<file path="src/common/hws_pkg.sv">
package hws_pkg;
	// ****************************************************************
	// Report layout
	// ****************************************************************
	localparam logic [7:0] HWS_OFF_ALERT_FLAGS = 8'h00;
	localparam logic [7:0] HWS_OFF_TEMP_LO = 8'h01;
	localparam logic [7:0] HWS_OFF_TEMP_HI = 8'h02;
	localparam int HWS_BIT_SPARE = 0;
	localparam int HWS_BIT_TEMP = 1;
	localparam int HWS_BIT_RELIAB = 2;
	localparam int HWS_BIT_READONLY = 3;
	localparam int HWS_BIT_BACKUP = 4;
	localparam int HWS_NUM_WARN = 5;
	localparam logic [7:0] HWS_FLAGS_RESET = 8'h00;
	localparam logic [15:0] HWS_TEMP_RESET = 16'h0000;
	localparam logic [7:0] HWS_BYTE_ZERO = 8'h00;
	localparam logic [7:0] HWS_SPARE_THRESH_RESET = 8'h0A;
	localparam logic [15:0] HWS_OVER_THRESH_RESET = 16'h0163;
	localparam logic [15:0] HWS_UNDER_THRESH_RESET = 16'h0111;
	localparam logic [1:0] HWS_CFG_SPARE = 2'h0;
	localparam logic [1:0] HWS_CFG_OVER = 2'h1;
	localparam logic [1:0] HWS_CFG_UNDER = 2'h2;
	// ****************************************************************
	// Event path
	// ****************************************************************
	typedef enum logic [1:0] {
		HWS_EV_IDLE = 2'h1,
		HWS_EV_SEND = 2'h2
	} hws_ev_state_t;
endpackage

</file>
<file path="src/hws_temp_cmp.sv">
`timescale 1ns/1ps
module hws_temp_cmp
	import hws_pkg::*;
(
	input wire logic [15:0] temp,
	input wire logic [15:0] over_thresh,
	input wire logic [15:0] under_thresh,
	output logic out_of_range
);
	// Strict comparisons: a reading equal to a threshold is still in range.
	always_comb begin
		out_of_range = (temp > over_thresh) || (temp < under_thresh);
	end
endmodule

</file>
<file path="src/hws_event_gen.sv">
`timescale 1ns/1ps
module hws_event_gen
	import hws_pkg::*;
#(
	parameter int NUM_WARN = HWS_NUM_WARN
)
(
	input wire logic clock,
	input wire logic reset_n,
	input wire logic enable,
	input wire logic [NUM_WARN-1:0] warn,
	input wire logic [NUM_WARN-1:0] event_mask,
	output logic event_pulse,
	output logic [NUM_WARN-1:0] event_cause
);
	logic [NUM_WARN-1:0] warn_q;
	logic [NUM_WARN-1:0] next_warn_q;
	logic [NUM_WARN-1:0] next_cause;
	logic next_pulse;

	// Only rising edges notify; a warning that stays set never repeats.
	always_comb begin
		next_warn_q = warn;
		next_cause = warn & ~warn_q & event_mask;
		next_pulse = |next_cause;
	end

	always_ff @(posedge clock or negedge reset_n) begin
		if (!reset_n) begin
			warn_q <= '0;
			event_cause <= '0;
			event_pulse <= 1'b0;
		end else if (enable) begin
			warn_q <= next_warn_q;
			event_cause <= next_cause;
			event_pulse <= next_pulse;
		end
	end
endmodule

</file>
<file path="src/hws_health_status.sv">
`timescale 1ns/1ps
// Behaviour
// - Each bitmap bit is its own warning; any combination may be set together.
// - A zero bit means that warning condition is absent.
// - Bit 0 is set while spare capacity is below its threshold.
// - Bit 1 is set while temperature is over or under its thresholds.
// - Bit 2 is set while reliability is degraded by media or internal errors.
// - Bit 3 is set while media is in read-only condition.
// - Bit 4 is set when backup hardware failed, only if backup exists.
// - Bits follow the present condition and are never latched.
// - A rising warning bit may raise an event notice to the host.
// - Composite temperature is a 16-bit Kelvin value in report bytes 2:1.
// - Temperature derivation is implementation choice; here it is the supplied sensor value.
// - Composite temperature against thresholds can trigger the event notice.
module hws_health_status
	import hws_pkg::*;
#(
	parameter bit HAS_BACKUP = 1'b1
)
(
	input wire logic clock,
	input wire logic reset_n,
	input wire logic enable,
	input wire logic [7:0] spare_percent,
	input wire logic [15:0] sensor_temp,
	input wire logic reliability_degraded,
	input wire logic media_read_only,
	input wire logic backup_failed,
	input wire logic cfg_write,
	input wire logic [1:0] cfg_sel,
	input wire logic [15:0] cfg_data,
	input wire logic [HWS_NUM_WARN-1:0] event_mask,
	input wire logic rd_en,
	input wire logic [7:0] rd_offset,
	input wire logic wr_en,
	input wire logic [7:0] wr_offset,
	input wire logic [7:0] wr_data,
	output logic [7:0] rd_data,
	output logic rd_valid,
	output logic [7:0] health_alert_flags,
	output logic [15:0] composite_temp_kelvin,
	output logic event_pulse,
	output logic [HWS_NUM_WARN-1:0] event_cause
);
	// ****************************************************************
	// Threshold configuration
	// ****************************************************************
	logic [7:0] spare_thresh;
	logic [15:0] over_thresh;
	logic [15:0] under_thresh;
	logic [7:0] next_spare_thresh;
	logic [15:0] next_over_thresh;
	logic [15:0] next_under_thresh;

	always_comb begin
		next_spare_thresh = spare_thresh;
		next_over_thresh = over_thresh;
		next_under_thresh = under_thresh;
		if (cfg_write) begin
			case (cfg_sel)
				HWS_CFG_SPARE: begin
					next_spare_thresh = cfg_data[7:0];
				end
				HWS_CFG_OVER: begin
					next_over_thresh = cfg_data;
				end
				HWS_CFG_UNDER: begin
					next_under_thresh = cfg_data;
				end
				default: begin
				end
			endcase
		end
	end

	always_ff @(posedge clock or negedge reset_n) begin
		if (!reset_n) begin
			spare_thresh <= HWS_SPARE_THRESH_RESET;
			over_thresh <= HWS_OVER_THRESH_RESET;
			under_thresh <= HWS_UNDER_THRESH_RESET;
		end else if (enable) begin
			spare_thresh <= next_spare_thresh;
			over_thresh <= next_over_thresh;
			under_thresh <= next_under_thresh;
		end
	end

	// ****************************************************************
	// Warning bitmap and temperature
	// ****************************************************************
	logic temp_bad;
	logic [7:0] next_flags;
	logic [15:0] next_temp;

	hws_temp_cmp u_cmp (
		.temp(sensor_temp),
		.over_thresh(over_thresh),
		.under_thresh(under_thresh),
		.out_of_range(temp_bad)
	);

	// The bitmap is recomputed every cycle from live inputs, so nothing sticks.
	always_comb begin
		next_flags = HWS_FLAGS_RESET;
		next_flags[HWS_BIT_SPARE] = spare_percent < spare_thresh;
		next_flags[HWS_BIT_TEMP] = temp_bad;
		next_flags[HWS_BIT_RELIAB] = reliability_degraded;
		next_flags[HWS_BIT_READONLY] = media_read_only;
		next_flags[HWS_BIT_BACKUP] = HAS_BACKUP && backup_failed;
		next_temp = sensor_temp;
	end

	always_ff @(posedge clock or negedge reset_n) begin
		if (!reset_n) begin
			health_alert_flags <= HWS_FLAGS_RESET;
			composite_temp_kelvin <= HWS_TEMP_RESET;
		end else if (enable) begin
			health_alert_flags <= next_flags;
			composite_temp_kelvin <= next_temp;
		end
	end

	// ****************************************************************
	// Event notice
	// ****************************************************************
	hws_event_gen #(
		.NUM_WARN(HWS_NUM_WARN)
	) u_evt (
		.clock(clock),
		.reset_n(reset_n),
		.enable(enable),
		.warn(health_alert_flags[HWS_NUM_WARN-1:0]),
		.event_mask(event_mask),
		.event_pulse(event_pulse),
		.event_cause(event_cause)
	);

	// ****************************************************************
	// Report read port
	// ****************************************************************
	logic [7:0] next_rd_data;
	logic next_rd_valid;

	// Writes are accepted on the port but deliberately go nowhere.
	always_comb begin
		next_rd_valid = rd_en;
		next_rd_data = rd_data;
		if (rd_en) begin
			case (rd_offset)
				HWS_OFF_ALERT_FLAGS: begin
					next_rd_data = health_alert_flags;
				end
				HWS_OFF_TEMP_LO: begin
					next_rd_data = composite_temp_kelvin[7:0];
				end
				HWS_OFF_TEMP_HI: begin
					next_rd_data = composite_temp_kelvin[15:8];
				end
				default: begin
					next_rd_data = HWS_BYTE_ZERO;
				end
			endcase
		end
	end

	always_ff @(posedge clock or negedge reset_n) begin
		if (!reset_n) begin
			rd_data <= HWS_BYTE_ZERO;
			rd_valid <= 1'b0;
		end else if (enable) begin
			rd_data <= next_rd_data;
			rd_valid <= next_rd_valid;
		end
	end

	// ****************************************************************
	// Checks
	// ****************************************************************
	property p_reserved_zero;
		@(posedge clock) disable iff (!reset_n) health_alert_flags[7:5] == 3'h0;
	endproperty
	a_reserved_zero: assert property (p_reserved_zero) else $error("reserved bits set");

	property p_spare;
		@(posedge clock) disable iff (!reset_n)
		enable |=> health_alert_flags[HWS_BIT_SPARE] == ($past(spare_percent) < $past(spare_thresh));
	endproperty
	a_spare: assert property (p_spare) else $error("spare bit wrong");

	property p_temp;
		@(posedge clock) disable iff (!reset_n)
		enable |=> health_alert_flags[HWS_BIT_TEMP] ==
			(($past(sensor_temp) > $past(over_thresh)) || ($past(sensor_temp) < $past(under_thresh)));
	endproperty
	a_temp: assert property (p_temp) else $error("temperature bit wrong");

	property p_reliab;
		@(posedge clock) disable iff (!reset_n)
		enable |=> health_alert_flags[HWS_BIT_RELIAB] == $past(reliability_degraded);
	endproperty
	a_reliab: assert property (p_reliab) else $error("reliability bit wrong");

	property p_ro;
		@(posedge clock) disable iff (!reset_n)
		enable && !media_read_only |=> !health_alert_flags[HWS_BIT_READONLY];
	endproperty
	a_ro: assert property (p_ro) else $error("read-only bit latched");

	property p_backup;
		@(posedge clock) disable iff (!reset_n)
		enable |=> health_alert_flags[HWS_BIT_BACKUP] == (HAS_BACKUP && $past(backup_failed));
	endproperty
	a_backup: assert property (p_backup) else $error("backup bit wrong");

	property p_temp_value;
		@(posedge clock) disable iff (!reset_n)
		enable |=> composite_temp_kelvin == $past(sensor_temp);
	endproperty
	a_temp_value: assert property (p_temp_value) else $error("temperature value wrong");

	property p_event;
		@(posedge clock) disable iff (!reset_n)
		enable && $rose(health_alert_flags[HWS_BIT_TEMP]) && event_mask[HWS_BIT_TEMP] |=> event_pulse;
	endproperty
	a_event: assert property (p_event) else $error("missing event notice");

	property p_read_flags;
		@(posedge clock) disable iff (!reset_n)
		enable && rd_en && rd_offset == HWS_OFF_ALERT_FLAGS |=> rd_valid && rd_data == $past(health_alert_flags);
	endproperty
	a_read_flags: assert property (p_read_flags) else $error("bitmap readback wrong");

	property p_write_ignored;
		@(posedge clock) disable iff (!reset_n)
		enable && wr_en && $past(enable) && $past(reset_n)
			&& $stable(sensor_temp) && $stable(spare_percent) && $stable(reliability_degraded)
			&& $stable(media_read_only) && $stable(backup_failed)
			&& $stable(spare_thresh) && $stable(over_thresh) && $stable(under_thresh)
		|=> health_alert_flags == $past(health_alert_flags)
			&& composite_temp_kelvin == $past(composite_temp_kelvin);
	endproperty
	a_write_ignored: assert property (p_write_ignored) else $error("write changed a field");

	// ****************************************************************
	// Read port and event checks
	// ****************************************************************

	// A frozen block must hold the answers it already gave, not only the report.
	property p_freeze;
		@(posedge clock) disable iff (!reset_n)
		!enable |=> $stable(health_alert_flags) && $stable(composite_temp_kelvin) && $stable(event_pulse)
			&& $stable(rd_valid) && $stable(rd_data);
	endproperty
	a_freeze: assert property (p_freeze) else $error("state moved while enable low");

	property p_read_valid;
		@(posedge clock) disable iff (!reset_n)
		enable |=> rd_valid == $past(rd_en);
	endproperty
	a_read_valid: assert property (p_read_valid) else $error("read valid not a one-cycle answer");

	property p_read_temp_lo;
		@(posedge clock) disable iff (!reset_n)
		enable && rd_en && rd_offset == HWS_OFF_TEMP_LO
		|=> {8'h00, rd_data} == ($past(composite_temp_kelvin) & 16'h00FF);
	endproperty
	a_read_temp_lo: assert property (p_read_temp_lo) else $error("temperature low byte wrong");

	property p_read_temp_hi;
		@(posedge clock) disable iff (!reset_n)
		enable && rd_en && rd_offset == HWS_OFF_TEMP_HI
		|=> {rd_data, 8'h00} == ($past(composite_temp_kelvin) & 16'hFF00);
	endproperty
	a_read_temp_hi: assert property (p_read_temp_hi) else $error("temperature high byte wrong");

	property p_read_unmapped;
		@(posedge clock) disable iff (!reset_n)
		enable && rd_en && rd_offset > HWS_OFF_TEMP_HI |=> rd_data == HWS_BYTE_ZERO;
	endproperty
	a_read_unmapped: assert property (p_read_unmapped) else $error("unmapped offset not zero");

	property p_pulse_cause;
		@(posedge clock) disable iff (!reset_n)
		event_pulse == (event_cause != '0);
	endproperty
	a_pulse_cause: assert property (p_pulse_cause) else $error("event pulse and cause disagree");

	property p_cause_masked;
		@(posedge clock) disable iff (!reset_n)
		$past(enable) |-> (event_cause & ~$past(event_mask)) == '0;
	endproperty
	a_cause_masked: assert property (p_cause_masked) else $error("masked warning raised an event");

	property p_cause_set;
		@(posedge clock) disable iff (!reset_n)
		$past(enable) |-> (8'(event_cause) & ~$past(health_alert_flags)) == 8'h00;
	endproperty
	a_cause_set: assert property (p_cause_set) else $error("event cause without warning");

	property p_cause_new;
		@(posedge clock) disable iff (!reset_n)
		$past(enable) && $past(enable, 2) |-> (8'(event_cause) & $past(health_alert_flags, 2)) == 8'h00;
	endproperty
	a_cause_new: assert property (p_cause_new) else $error("event repeated for a standing warning");

	c_event: cover property (@(posedge clock) disable iff (!reset_n) event_pulse);
	c_multi: cover property (@(posedge clock) disable iff (!reset_n) $countones(health_alert_flags) > 1);
	c_read_temp: cover property (@(posedge clock) disable iff (!reset_n) rd_en && rd_offset == HWS_OFF_TEMP_HI);
	c_freeze: cover property (@(posedge clock) disable iff (!reset_n) !enable && media_read_only);
	c_masked: cover property (@(posedge clock) disable iff (!reset_n)
		$rose(health_alert_flags[HWS_BIT_SPARE]) && !event_mask[HWS_BIT_SPARE]);
endmodule

</file>
<file path="config.mk">
export PLATFORM = sky130hd
export DESIGN_NAME = hws_health_status
export DESIGN_NICKNAME = d
export VERILOG_FILES = /design/src/common/hws_pkg.sv /design/src/hws_temp_cmp.sv /design/src/hws_event_gen.sv /design/src/hws_health_status.sv
export SDC_FILE = /design/constraint.sdc
export NUM_CORES = 1
export LEC_CHECK = 0
export ABC_AREA = 1
export BUFFER_PORTS_ARGS = -buffer_cell sky130_fd_sc_hd__buf_4
export CAP_MARGIN = 0
export CORE_MARGIN = 3
export CORE_UTILIZATION = 53
export CTS_CLUSTER_DIAMETER = 30
export DETAILED_ROUTE_END_ITERATION = 7
export PLACE_DENSITY = 0.8
export SLEW_MARGIN = 20
export SYNTH_ARGS = -nofsm -noshare
export SYNTH_HDL_FRONTEND = slang
export SYNTH_HIERARCHICAL = 1
export SYNTH_SLANG_ARGS = --single-unit
</file>
<file path="constraint.sdc">
create_clock -name clock -period 1.6 [get_ports clock]
set_input_delay 0.24 -clock clock [delete_from_list [all_inputs] [get_ports clock]]
set_output_delay 0.24 -clock clock [all_outputs]
set_load 0.01 [all_outputs]
</file>
==> results by group, run 1 <==
Run status
  – Status: completed

Flow run
  – Max Cap Viol: 0

Place
  – Post-DP HPWL: 7770 um
  – Port bufs: 98
  – Placed insts: 741
  – Placer congestion estimate: 0.870

Power
  – Internal: 0.00414 W
  – Combinational Power Share: 24.7%
  – Sequential power share: 43.6%
  – Sw frac: 29.1%
  – Peak supply drop: 468 uV
  – LEAKAGE: 3.07 nW
  – Clock power share: 31.7%
  – Sw Pwr: 0.00170 W
  – Pwr dens: 1040 nW/um2

Synth
  – Library cells used by synthesis: 28
  – Post-synth ARST share: 100%
  – Synth Register Bits: 81
  – Post-synth EDFFs: 0
  – Netlist Area Pre-Place: 4530 um2
  – Cells after synthesis: 547
  – Synth warnings: 6
  – Sequential-to-total area share from yosys stat: 45.1%
  – Average cell area after synthesis: 8.28 um2
  – Top_reg_cell synth: dfrtp_1

Setup path
  – Slowest stage delay, CP: 0.54 ns
  – Endpoint class of the critical path: flop
  – Worst-path cell chain: inv_1 > ha_4 > a21oi_2 > nor2_1 > nor2_1 > nand2_1 > nand2_1 > nand2_1 > nand2_1 > nand2_1 > nand2_1 > nand2_1
  – Crit Path Max Fanout: 2
  – WP data arrival: 1.81 ns
  – Kind of critical path: flop to flop
  – Worst path top cell family by delay: flip-flops
  – Critical path buffers and inverters: 1
  – Worst path most repeated cell: nand2_1
  – Critical-path top delay cell: dfstp_2
  – CP Launch Type: flop
  – Critical path required time: 1.84 ns

Floorplan
  – Chip Width: 98.4 um
  – Core area: 8260 um2
  – Initial cell density of the core: 54.8%
  – Die Span Y: 98.4 um
  – Top Ports: 119
  – Row Count: 33
  – Die Area: 9690 um2

Final layout
  – Diode count: 0
  – Most common cell after layout, fill and taps aside: nand2_1
  – Post-layout util: 68.3%
  – Final Instance Count excl. Fillers: 758
  – Most frequent cells in the layout: nand2_1 (189), buf_4 (103), inv_1 (77), dfrtp_1 (71), ha_1 (33)
  – Fill cell count: 676
  – Syn-to-layout area delta: 24.6%
  – Share of post-route cells with drive strength above 1: 28.3%
  – Final #Nets: 766

Timing
  – Final Critical Period: 1.57 ns
  – Hold Slack: 0.0983 ns
  – # setup viols final: 0
  – Clk_skew: 0.00614 ns
  – Final max-slew violation count: 0
  – Final Cycle Share: 98.1%
  – RSZ-0062 raised after global routing: true
  – Fmax: 0.637 GHz
  – Final hold violation count: 0

Detailed routing
  – ANT nets after route: 0
  – DR pass1 iterations: 4
  – Post-DR vias/cell: 5.05
  – Routed vias: 3826
  – Met3 routed wirelength: 499 um
  – # DRC: 0
  – Top sig layer: met4
  – Avg WL per Cell: 13.5 um
  – Detailed Route WL: 10200 um
  – 1st-iter DRT viols: 164
  – Met2 WL post-DR: 5100 um
  – Wl on met1: 4420 um

CTS
  – TritonCTS buffer count: 9
  – Clk Latency, worst-skew pair: 0.35 ns
  – CTS tree: yes
  – Max Buffers Root-to-Sink: 2
  – Root buffer cell: clkbuf_8
  – Worst-path clk slew: 0.08 ns
  – Clk sinks: 81
  – H-tree Lvls: 3

GRT
  – Vias in the first global route: 3835
  – Largest net degree at the start of global routing: 34
  – First-pass GRT wire length: 17100 um
  – Grt ovf: 0
  – Initial antenna violation count: 0
  – Total GRT Usage: 21.6%

Hold path
  – Hold crit path type: input port to flop
[cell families after synthesis]
family | Yosys count | synth area share, %
buffers and inverters | 100 | 10.3
DFF | 81 | 45.1
AOI/OAI and AO/OA | 73 | 10.4
and+or+nand+nor | 254 | 23.6
adders and majority gates | 38 | 10.5
other | 1 | 0.0828
[synth_stat cells, types with 9 or more instances]
library cell	number	area share (%)
ha_1	38	11
buf_6	9	2.2
inv_1	78	6.5
nor2_1	19	1.6
nand3_1	29	3.2
dfrtp_1	71	39
o21ai_1	17	1.9
nand2_1	190	16
o21ai_0	12	1.3
dfstp_2	10	5.8
a21oi_1	15	1.7
o21ai_2	28	5.4
[sequential cells by signal (all words and copies together), names as in the netlist, 5 cells and up]
register and cells:
health_alert_flags 5, under_thresh 16, composite_temp_kelvin 16, u_evt/event_cause 5, spare_thresh 8, over_thresh 16, u_evt/warn_q 5, rd_data 8
[tightest hold or removal path, cell delays in order]
cell	delay, ns
buf_4	0.08
nand2_1	0.04
nand2_1	0.06
[worst paths after layout]
check                                      from                     to  slack, ns  depth (start not counted)
min reg2reg                            rd_valid               rd_valid       0.48                          2
max                              over_thresh[5]  health_alert_flags[1]       0.03                         12
min in group asynchronous               reset_n   u_evt/event_cause[3]       0.37                          2
min                        reliability_degraded  health_alert_flags[2]        0.1                          3
max reg2reg                      over_thresh[5]  health_alert_flags[1]       0.03                         12
max in group asynchronous               reset_n        under_thresh[8]       0.61                          3
[per-layer routing]
layer / track usage, % / up-vias
met4: 8.93 / 0
met5: 0 / -
met1: 27.6 / 1787
met3: 3.68 / 26
met2: 36.6 / 107
li1: - / 1906
[per-stage QoR]
stage / TNS, ns / total power (W) / area [um2] / setup slack [ns]
after floorplan: 0 / 0.00343 / 4530 / 0.105
after global placement: 0 / 0.00388 / 5310 / 0.0134
after detailed placement: 0 / 0.00396 / 5310 / 0.00524
after CTS: 0 / 0.00582 / 5590 / 0.00507
after global routing: -0.0612 / 0.00620 / 5640 / -0.0612
final: 0 / 0.00584 / 5640 / 0.0302
[cell type report]
cell class | count | area (um2) | area share [%]
multi-input combinational | 368 | 2090 | 37.1
sequential | 81 | 2040 | 36.2
timing repair buffer | 105 | 803 | 14.2
inverter | 83 | 318 | 5.64
clock buffer | 12 | 155 | 2.75
tap | 105 | 131 | 2.33
clock inverter | 4 | 98.8 | 1.75
[what timing repair did]
action | CTS | global route
endpoints found under the setup margin | 1 | 1
gates resized for setup | 1 | 9
pin swaps | 3 | 6
hold endpoints to repair | 22 | 0
hold buffers | 1 | 0
buffers inserted | 0 | 0
[power by group through the flow]
stage	clock [W]	sequential (W)	combinational [W]
floorplan	0	0.00257	0.000859
global placement	0	0.00257	0.00131
detailed placement	0	0.00258	0.00138
CTS	0.00188	0.00254	0.00140
global route	0.00196	0.00258	0.00166
finish	0.00185	0.00254	0.00144
No activity file was read; power rests on OpenSTA's default activity.
==> run 2: changes to the inputs <==
GPL_TIMING_DRIVEN = 0   (was unset)
SETUP_SLACK_MARGIN = 0.05   (was unset)
==> run 2 against run 1 <==
Net effect: worst hold slack got worse by 0.0071 ns; cell count increased by 1.7%; sequential power barely moved; total power fell by 3.5%; clock power decreased by 12%; cell area rose by 0.80%; routed wire length increased by 5.3%; die area is the same; clock-buffer cell count is 1 higher; global-route usage rose by 1.7 points; first-iteration DRC count down 12%; via count up 1.3%.
==> results by group, run 2 (synthesized netlist as in run 1, its figures left out) <==
Power
  – Final Power: 0.00564 W (-3.5%)
  – LEAKAGE: 3.12 nW (+1.6%)
  – Pwr dens: 992 nW/um2 (-4.2%)
  – Peak supply drop: 502 uV (+7.3%)

Place
  – Port bufs: 98 (unchanged)
  – Post-DP HPWL: 8250 um (+6.2%)
  – Placer congestion estimate: 0.819 (-6.0%)

CTS
  – Worst-path clk slew: 0.08 ns (about the same)
  – Clk Latency, worst-skew pair: 0.35 ns (about the same)
  – Root buffer cell: clkbuf_8
  – Max Buffers Root-to-Sink: 2 (unchanged)
  – CTS tree: yes
  – Clk sinks: 81 (unchanged)
  – H-tree Lvls: 3 (unchanged)
  – TritonCTS buffer count: 9 (unchanged)

GRT
  – Initial antenna violation count: 0 (unchanged)
  – Grt met1 use: 28.6% (+0.93 points)
  – Largest net degree at the start of global routing: 82 (+140%)
  – GR Util met3: 3.96% (+0.28 points)
  – First-pass GRT wire length: 18300 um (+7.0%)
  – Vias in the first global route: 3947 (+2.9%)
  – Grt ovf: 0 (unchanged)
  – Most used routing layer: met2
  – Met2 Resource Use GR: 41.5% (+4.9 points)
  – Total GRT Usage: 23.3% (+1.7 points)

Setup path
  – Kind of critical path: flop to flop
  – CP Launch Type: flop
  – Crit Path Max Fanout: 2 (unchanged)
  – Critical path required time: 1.84 ns (about the same)
  – WP data arrival: 1.81 ns (about the same)
  – Endpoint class of the critical path: flop

Floorplan
  – Row Count: 33 (unchanged)
  – Chip Width: 98.4 um (unchanged)
  – Die Area: 9690 um2 (unchanged)
  – Core area: 8260 um2 (unchanged)
  – Die Span Y: 98.4 um (unchanged)
  – Initial cell density of the core: 54.8% (unchanged)
  – Top Ports: 119 (unchanged)

Final layout
  – Post-layout util: 68.8% (+0.55 points)
  – Largest regs: composite_temp_kelvin x16, over_thresh x16, under_thresh x16
  – Multi-input logic area: 2060 um2 (-1.7%)
  – Fill cell count: 645 (-4.6%)
  – Final #Nets: 779 (+1.7%)
  – Most common cell after layout, fill and taps aside: nand2_1
  – Diode count: 0 (unchanged)
  – Most frequent cells in the layout: nand2_1 (189), buf_4 (103), inv_1 (75), dfrtp_1 (71), ha_1 (36)
  – Share of post-route cells with drive strength above 1: 28.8% (+0.50 points)
  – Syn-to-layout area delta: 25.6%
  – Storage element area: 2040 um2 (unchanged)

Detailed routing
  – Detailed Route WL: 10800 um (+5.3%)
  – Routed vias: 3877 (+1.3%)
  – Avg WL per Cell: 14.0 um (+3.5%)
  – ANT nets after route: 0 (unchanged)
  – Post-DR vias/cell: 5.03 (-0.38%)
  – 1st-iter DRT viols: 144 (-12%)
  – # DRC: 0 (unchanged)
  – DR pass1 iterations: 4 (unchanged)

Timing
  – Worst-Margin Slew: 0.530 ns
  – Hold Slack: 0.0912 ns (-0.00711 ns)
  – RSZ-0062 raised after global routing: true
  – Final Critical Period: 1.57 ns (+0.00346 ns)
  – Final Cycle Share: 98.3% (+0.22 points)
  – Slew headroom: 64.7%
  – Fmax: 0.636 GHz (-0.22%)
  – Clk_skew: 0.0104 ns (+0.00422 ns)
  – Final max-slew violation count: 0 (unchanged)
  – # setup viols final: 0 (unchanged)
  – Final hold violation count: 0 (unchanged)

Run status
  – Status: completed

Flow run
  – Max Cap Viol: 0 (unchanged)

Hold path
  – Hold crit path type: input port to flop
run 2: cell types whose count changed in the layout (fill, tap and decap cells not counted), sizes merged:
| cell | before | now |
|---|---|---|
| bufinv | 3 | 2 |
| buf | 104 | 116 |
| clkbuf | 12 | 14 |
| inv | 83 | 82 |
| clkinv | 1 | 2 |
run 2: stage by stage:
stage / std cells / instance area [um2] / TNS [ns] / setup WS [ns]
after floorplan: 549 / 4530 / 0 / 0.105
after global placement: 752 / 5400 / 0 / 0.00955
after detailed placement: 752 / 5400 / -0.0266 / -0.0266
after CTS: 769 / 5650 / 0 / 0.0235
after global routing: 771 / 5680 / -0.0846 / -0.0846
final: 771 / 5680 / 0 / 0.0267
run 2: timing repair:
action | 4_1_cts | 5_1_grt
resized for setup | 4 | 3
pin swaps | 5 | 0
hold buffers | 0 | 1
setup endpoints to repair | 1 | 1
buffers inserted | 1 | 0
endpoints found under the hold margin | 0 | 41
run 2: where the power goes:
part	total (W)	internal (W)	switching, W	leakage (nW)
combinational	0.00145	0.000653	0.000800	2.01
sequential	0.00256	0.00236	0.000195	1.00
clock	0.00162	0.000922	0.000703	0.108
total	0.00564	0.00394	0.00170	3.12
run 2: final timing paths:
| kind | from | end | slack [ns] | depth (start not counted) |
|---|---|---|---|---|
| worst max-delay path | over_thresh[5] | health_alert_flags[1] | 0.03 | 12 |
| worst min register to register | spare_thresh[3] | spare_thresh[3] | 0.48 | 2 |
| worst min-delay path | media_read_only | health_alert_flags[3] | 0.09 | 3 |
| max in group asynchronous | reset_n | over_thresh[5] | 0.51 | 3 |
| worst max register to register | over_thresh[5] | health_alert_flags[1] | 0.03 | 12 |
| min in group asynchronous | reset_n | u_evt/event_pulse | 0.41 | 2 |
run 2: per-layer routing:
layer | wire length, um | vias up | part of all wire (%)
met2 | 5540 | 101 | 51
met5 | 0 | - | 0
met4 | 184 | 0 | 1.7
met3 | 514 | 16 | 4.8
li1 | - | 1933 | -
met1 | 4540 | 1827 | 42
run 2: area by class of cell:
cell class                      count  area share [%]
Multi-Input combinational cell    368            36.2
Sequential cell                    81            35.9
Timing Repair Buffer              101            13.6
Inverter                           83            5.59
Buffer                             17            2.64
Clock buffer                       13            2.62
Tap cell                          105            2.31
Clock inverter                      3            1.14
run 2: critical path: stages (launching register included):
cell	delay, ns
dfstp_2	0.54
inv_2	0.04
ha_4	0.21
a21oi_2	0.15
nor2_1	0.05
nor2_1	0.10
nand2_1	0.06
nand2_1	0.05
nand2_1	0.04
nand2_1	0.05
nand2_1	0.06
nand2_1	0.06
nand2_1	0.04
==> run 3: changes to the inputs <==
ABC_AREA = unset   (was 1)
CTS_BUF_LIST = sky130_fd_sc_hd__clkbuf_16   (was unset)
PLACE_DENSITY = 0.81   (was 0.8)
==> run 3 against run 2 <==
Net effect: the run now ends with setup timing left; sequential power rose by 4%; worst hold slack improved by 0.047 ns; routed wire length fell by 6.5%; total power rose by 12%; clock-buffer cell count fell by 4; largest power group unchanged.
==> results by group, run 3 <==
Run status
  – Status: complete, but fails checks
  – Violated checks: setup timing

Power
  – Peak supply drop: 548 uV (+9.1%)
  – LEAKAGE: 2.80 nW (-10%)
  – Pwr dens: 1120 nW/um2 (+13%)

Final layout
  – Post-layout util: 71.9% (+3.1 points)
  – Syn-to-layout area delta: 30.0%
  – Share of post-route cells with drive strength above 1: 44.1% (+15 points)
  – Fill cell count: 527 (-18%)
  – Most common cell after layout, fill and taps aside: buf_4
  – Final instance area: 5610 um2 (-1.2%)
  – Most frequent cells in the layout: buf_4 (101), dfrtp_1 (71), inv_1 (41), mux2_2 (34), ha_1 (34)
  – Multi-input logic area: 2160 um2 (+5.0%)
  – Final #Nets: 592 (-24%)
  – Diode count: 0 (unchanged)
  – Largest regs: composite_temp_kelvin x16, over_thresh x16, under_thresh x16
  – Storage element area: 2040 um2 (unchanged)

Synth
  – Average cell area after synthesis: 11.9 um2 (+44%)
  – Synth warnings: 6 (unchanged)
  – Post-synth ARST share: 100% (unchanged)
  – Post-synth EDFFs: 0 (unchanged)
  – Library cells used by synthesis: 46 (+64%)
  – Top cells by area, synth: dfrtp_1 (41%), ha_1 (11%), mux2_2 (9.1%)
  – Top_reg_cell synth: dfrtp_1
  – Synth Register Bits: 81 (unchanged)
  – Synth top area share: 41.1% (+1.9 points)
  – Top cells by count, synth: dfrtp_1 (71), inv_1 (41), ha_1 (38)
  – Cells after synthesis: 362 (-34%)
  – Most numerous cell in the Yosys netlist: dfrtp_1
  – Sequential-to-total area share from yosys stat: 47.2% (+2.2 points)
  – Cell taking the most area after synthesis: dfrtp_1
  – Netlist Area Pre-Place: 4320 um2 (-4.6%)

Setup path
  – CP Launch Type: flop
  – Worst-path cell chain: inv_2 > ha_4 > nand2_2 > nor3_2 > o31ai_2 > a2111oi_2 > o32ai_2 > mux2_4
  – WP data arrival: 2.24 ns (+0.43 ns)
  – Critical-path top delay cell: dfstp_2
  – Critical path required time: 1.81 ns (-0.03 ns)
  – Slowest stage delay, CP: 0.53 ns (about the same)
  – Kind of critical path: flop to flop
  – Crit Path Max Fanout: 2 (unchanged)
  – Endpoint class of the critical path: flop

Timing
  – Worst-Margin Slew: 0.532 ns (+0.00225 ns)
  – PnR worst setup slack: -0.436 ns (-0.462 ns)
  – Setup TNS: -0.436 ns (-0.436 ns)
  – Fmax: 0.491 GHz (-23%)
  – Final Cycle Share: 127% (+29 points)
  – # setup viols final: 1 (+1)
  – Clk_skew: 0.00760 ns (-0.00276 ns)
  – Final max-slew violation count: 0 (unchanged)
  – Slew headroom: 64.5% (-0.15 points)
  – RSZ-0062 raised after global routing: true
  – Final Critical Period: 2.04 ns (+0.462 ns)
  – Final hold violation count: 0 (unchanged)

Floorplan
  – Top Ports: 119 (unchanged)
  – Die Area: 9270 um2 (-4.3%)
  – Row Count: 32 (-3.0%)
  – Chip Width: 96.3 um (-2.2%)
  – Die Span Y: 96.3 um (-2.2%)
  – Core area: 7810 um2 (-5.5%)
  – Initial cell density of the core: 55.3% (+0.50 points)

Detailed routing
  – ANT nets after route: 0 (unchanged)
  – 1st-iter DRT viols: 129 (-10%)
  – # DRC: 0 (unchanged)
  – DR pass1 iterations: 4 (unchanged)
  – Routed vias: 3164 (-18%)
  – Detailed Route WL: 10100 um (-6.5%)
  – Post-DR vias/cell: 5.45 (+8.3%)
  – Avg WL per Cell: 17.4 um (+24%)

GRT
  – Vias in the first global route: 3286 (-17%)
  – Grt ovf: 0 (unchanged)
  – First-pass GRT wire length: 15700 um (-14%)
  – Total GRT Usage: 22.5% (-0.84 points)
  – Largest net degree at the start of global routing: 82 (unchanged)
  – Initial antenna violation count: 0 (unchanged)

CTS
  – Clk Latency, worst-skew pair: 0.33 ns (-0.02 ns)
  – Worst-path clk slew: 0.06 ns (-0.02 ns)
  – Max Buffers Root-to-Sink: 2 (unchanged)
  – CTS tree: yes
  – Clk sinks: 81 (unchanged)
  – H-tree Lvls: 3 (unchanged)
  – TritonCTS buffer count: 9 (unchanged)
  – Post-CTS setup buffers: 0 (-1)
  – Root buffer cell: clkbuf_16

Place
  – Port bufs: 97 (-1.0%)
  – Placer congestion estimate: 0.868 (+6.0%)
  – Post-DP HPWL: 7540 um (-8.6%)
  – Placed cell area: 5180 um2 (-4.1%)

Flow run
  – Max Cap Viol: 0 (unchanged)

Hold path
  – Hold crit path type: input port to flop
[run 3: cell types whose count changed in the layout (fill, tap and decap cells not counted), moves of 7 or more]
cell       before  now
clkbuf_16       0    9
clkbuf_8       10    0
inv_1          75   41
mux2_1          0   10
mux2_2          0   34
mux2_4          0   19
nand2_1       189   23
nand3_1        29    2
nor2_1         19   12
o21ai_1        17    2
o21ai_2        28    1
[run 3: through the flow]
stage	hold slack (ns)	power (W)	setup slack, ns	instances
floorplan	-0.0556	0.00359	-0.277	364
global placement	0.456	0.00411	-0.462	563
detailed placement	0.469	0.00420	-0.482	563
CTS	0.120	0.00621	-0.450	579
global route	0.141	0.00662	-0.477	581
finish	0.138	0.00629	-0.436	581
[run 3: power breakdown]
group / internal (W) / total (W) / switching (W)
Combinational: 0.000891 / 0.00168 / 0.000793
Sequential: 0.00243 / 0.00266 / 0.000228
Clock: 0.00118 / 0.00194 / 0.000762
[run 3: final timing paths]
check	start	endpoint	slack, ns	cells after the start
max reg2reg	under_thresh[4]	health_alert_flags[1]	-0.44	8
max	under_thresh[4]	health_alert_flags[1]	-0.44	8
min	cfg_data[2]	spare_thresh[2]	0.14	3
min in group asynchronous	reset_n	u_evt/event_cause[4]	0.44	2
max in group asynchronous	reset_n	under_thresh[8]	0.50	3
min reg2reg	rd_data[6]	rd_data[6]	0.49	2
[run 3: layout make-up]
cell class / count / share of cell area [%]
multi-input combinational: 229 / 38.5
timing repair buffer: 99 / 13.5
buffer: 13 / 1.65
sequential: 81 / 36.3
tap: 102 / 2.27
clock buffer: 9 / 4.01
clock inverter: 7 / 1.00
inverter: 41 / 2.74
[run 3: kinds of logic (layout without fill, tap and decap cells)]
group | count (synthesis) | in the layout | synth area share, %
AOI/OAI and AO/OA | 56 | 56 | 8.02
adders and majority gates | 38 | 38 | 11.0
buffers and inverters | 54 | 169 | 5.71
DFF | 81 | 81 | 47.2
muxes | 68 | 68 | 19.1
other | 1 | 3 | 0.0868
and+or+nand+nor | 64 | 64 | 8.81
[run 3: critical path: cells and delay by family, from the launching register on]
| kind | cells | cell delay, ns |
|---|---|---|
| buffers and inverters | 1 | 0.05 |
| and+or+nand+nor | 2 | 0.18 |
| AOI/OAI and AO/OA | 3 | 0.64 |
| adders and majority gates | 1 | 0.25 |
| DFF | 1 | 0.53 |
| muxes | 1 | 0.27 |
[run 3: layer usage]
| metal | vias up | wire, um | track usage (%) | part of all wire (%) |
|---|---|---|---|---|
| met1 | 1539 | 4270 | 28.7 | 42 |
| met3 | 25 | 581 | 3.60 | 5.8 |
| met5 | - | 0 | 0 | 0 |
| li1 | 1489 | - | - | - |
| met4 | 0 | 343 | 12.1 | 3.4 |
| met2 | 111 | 4880 | 36.5 | 48 |
[run 3: what timing repair did]
action,in CTS,in global routing
hold endpoints to repair,0,37
pin swaps,8,9
cloned,0,0
hold buffers,0,1
resized for setup,11,11
endpoints found under the setup margin,2,2
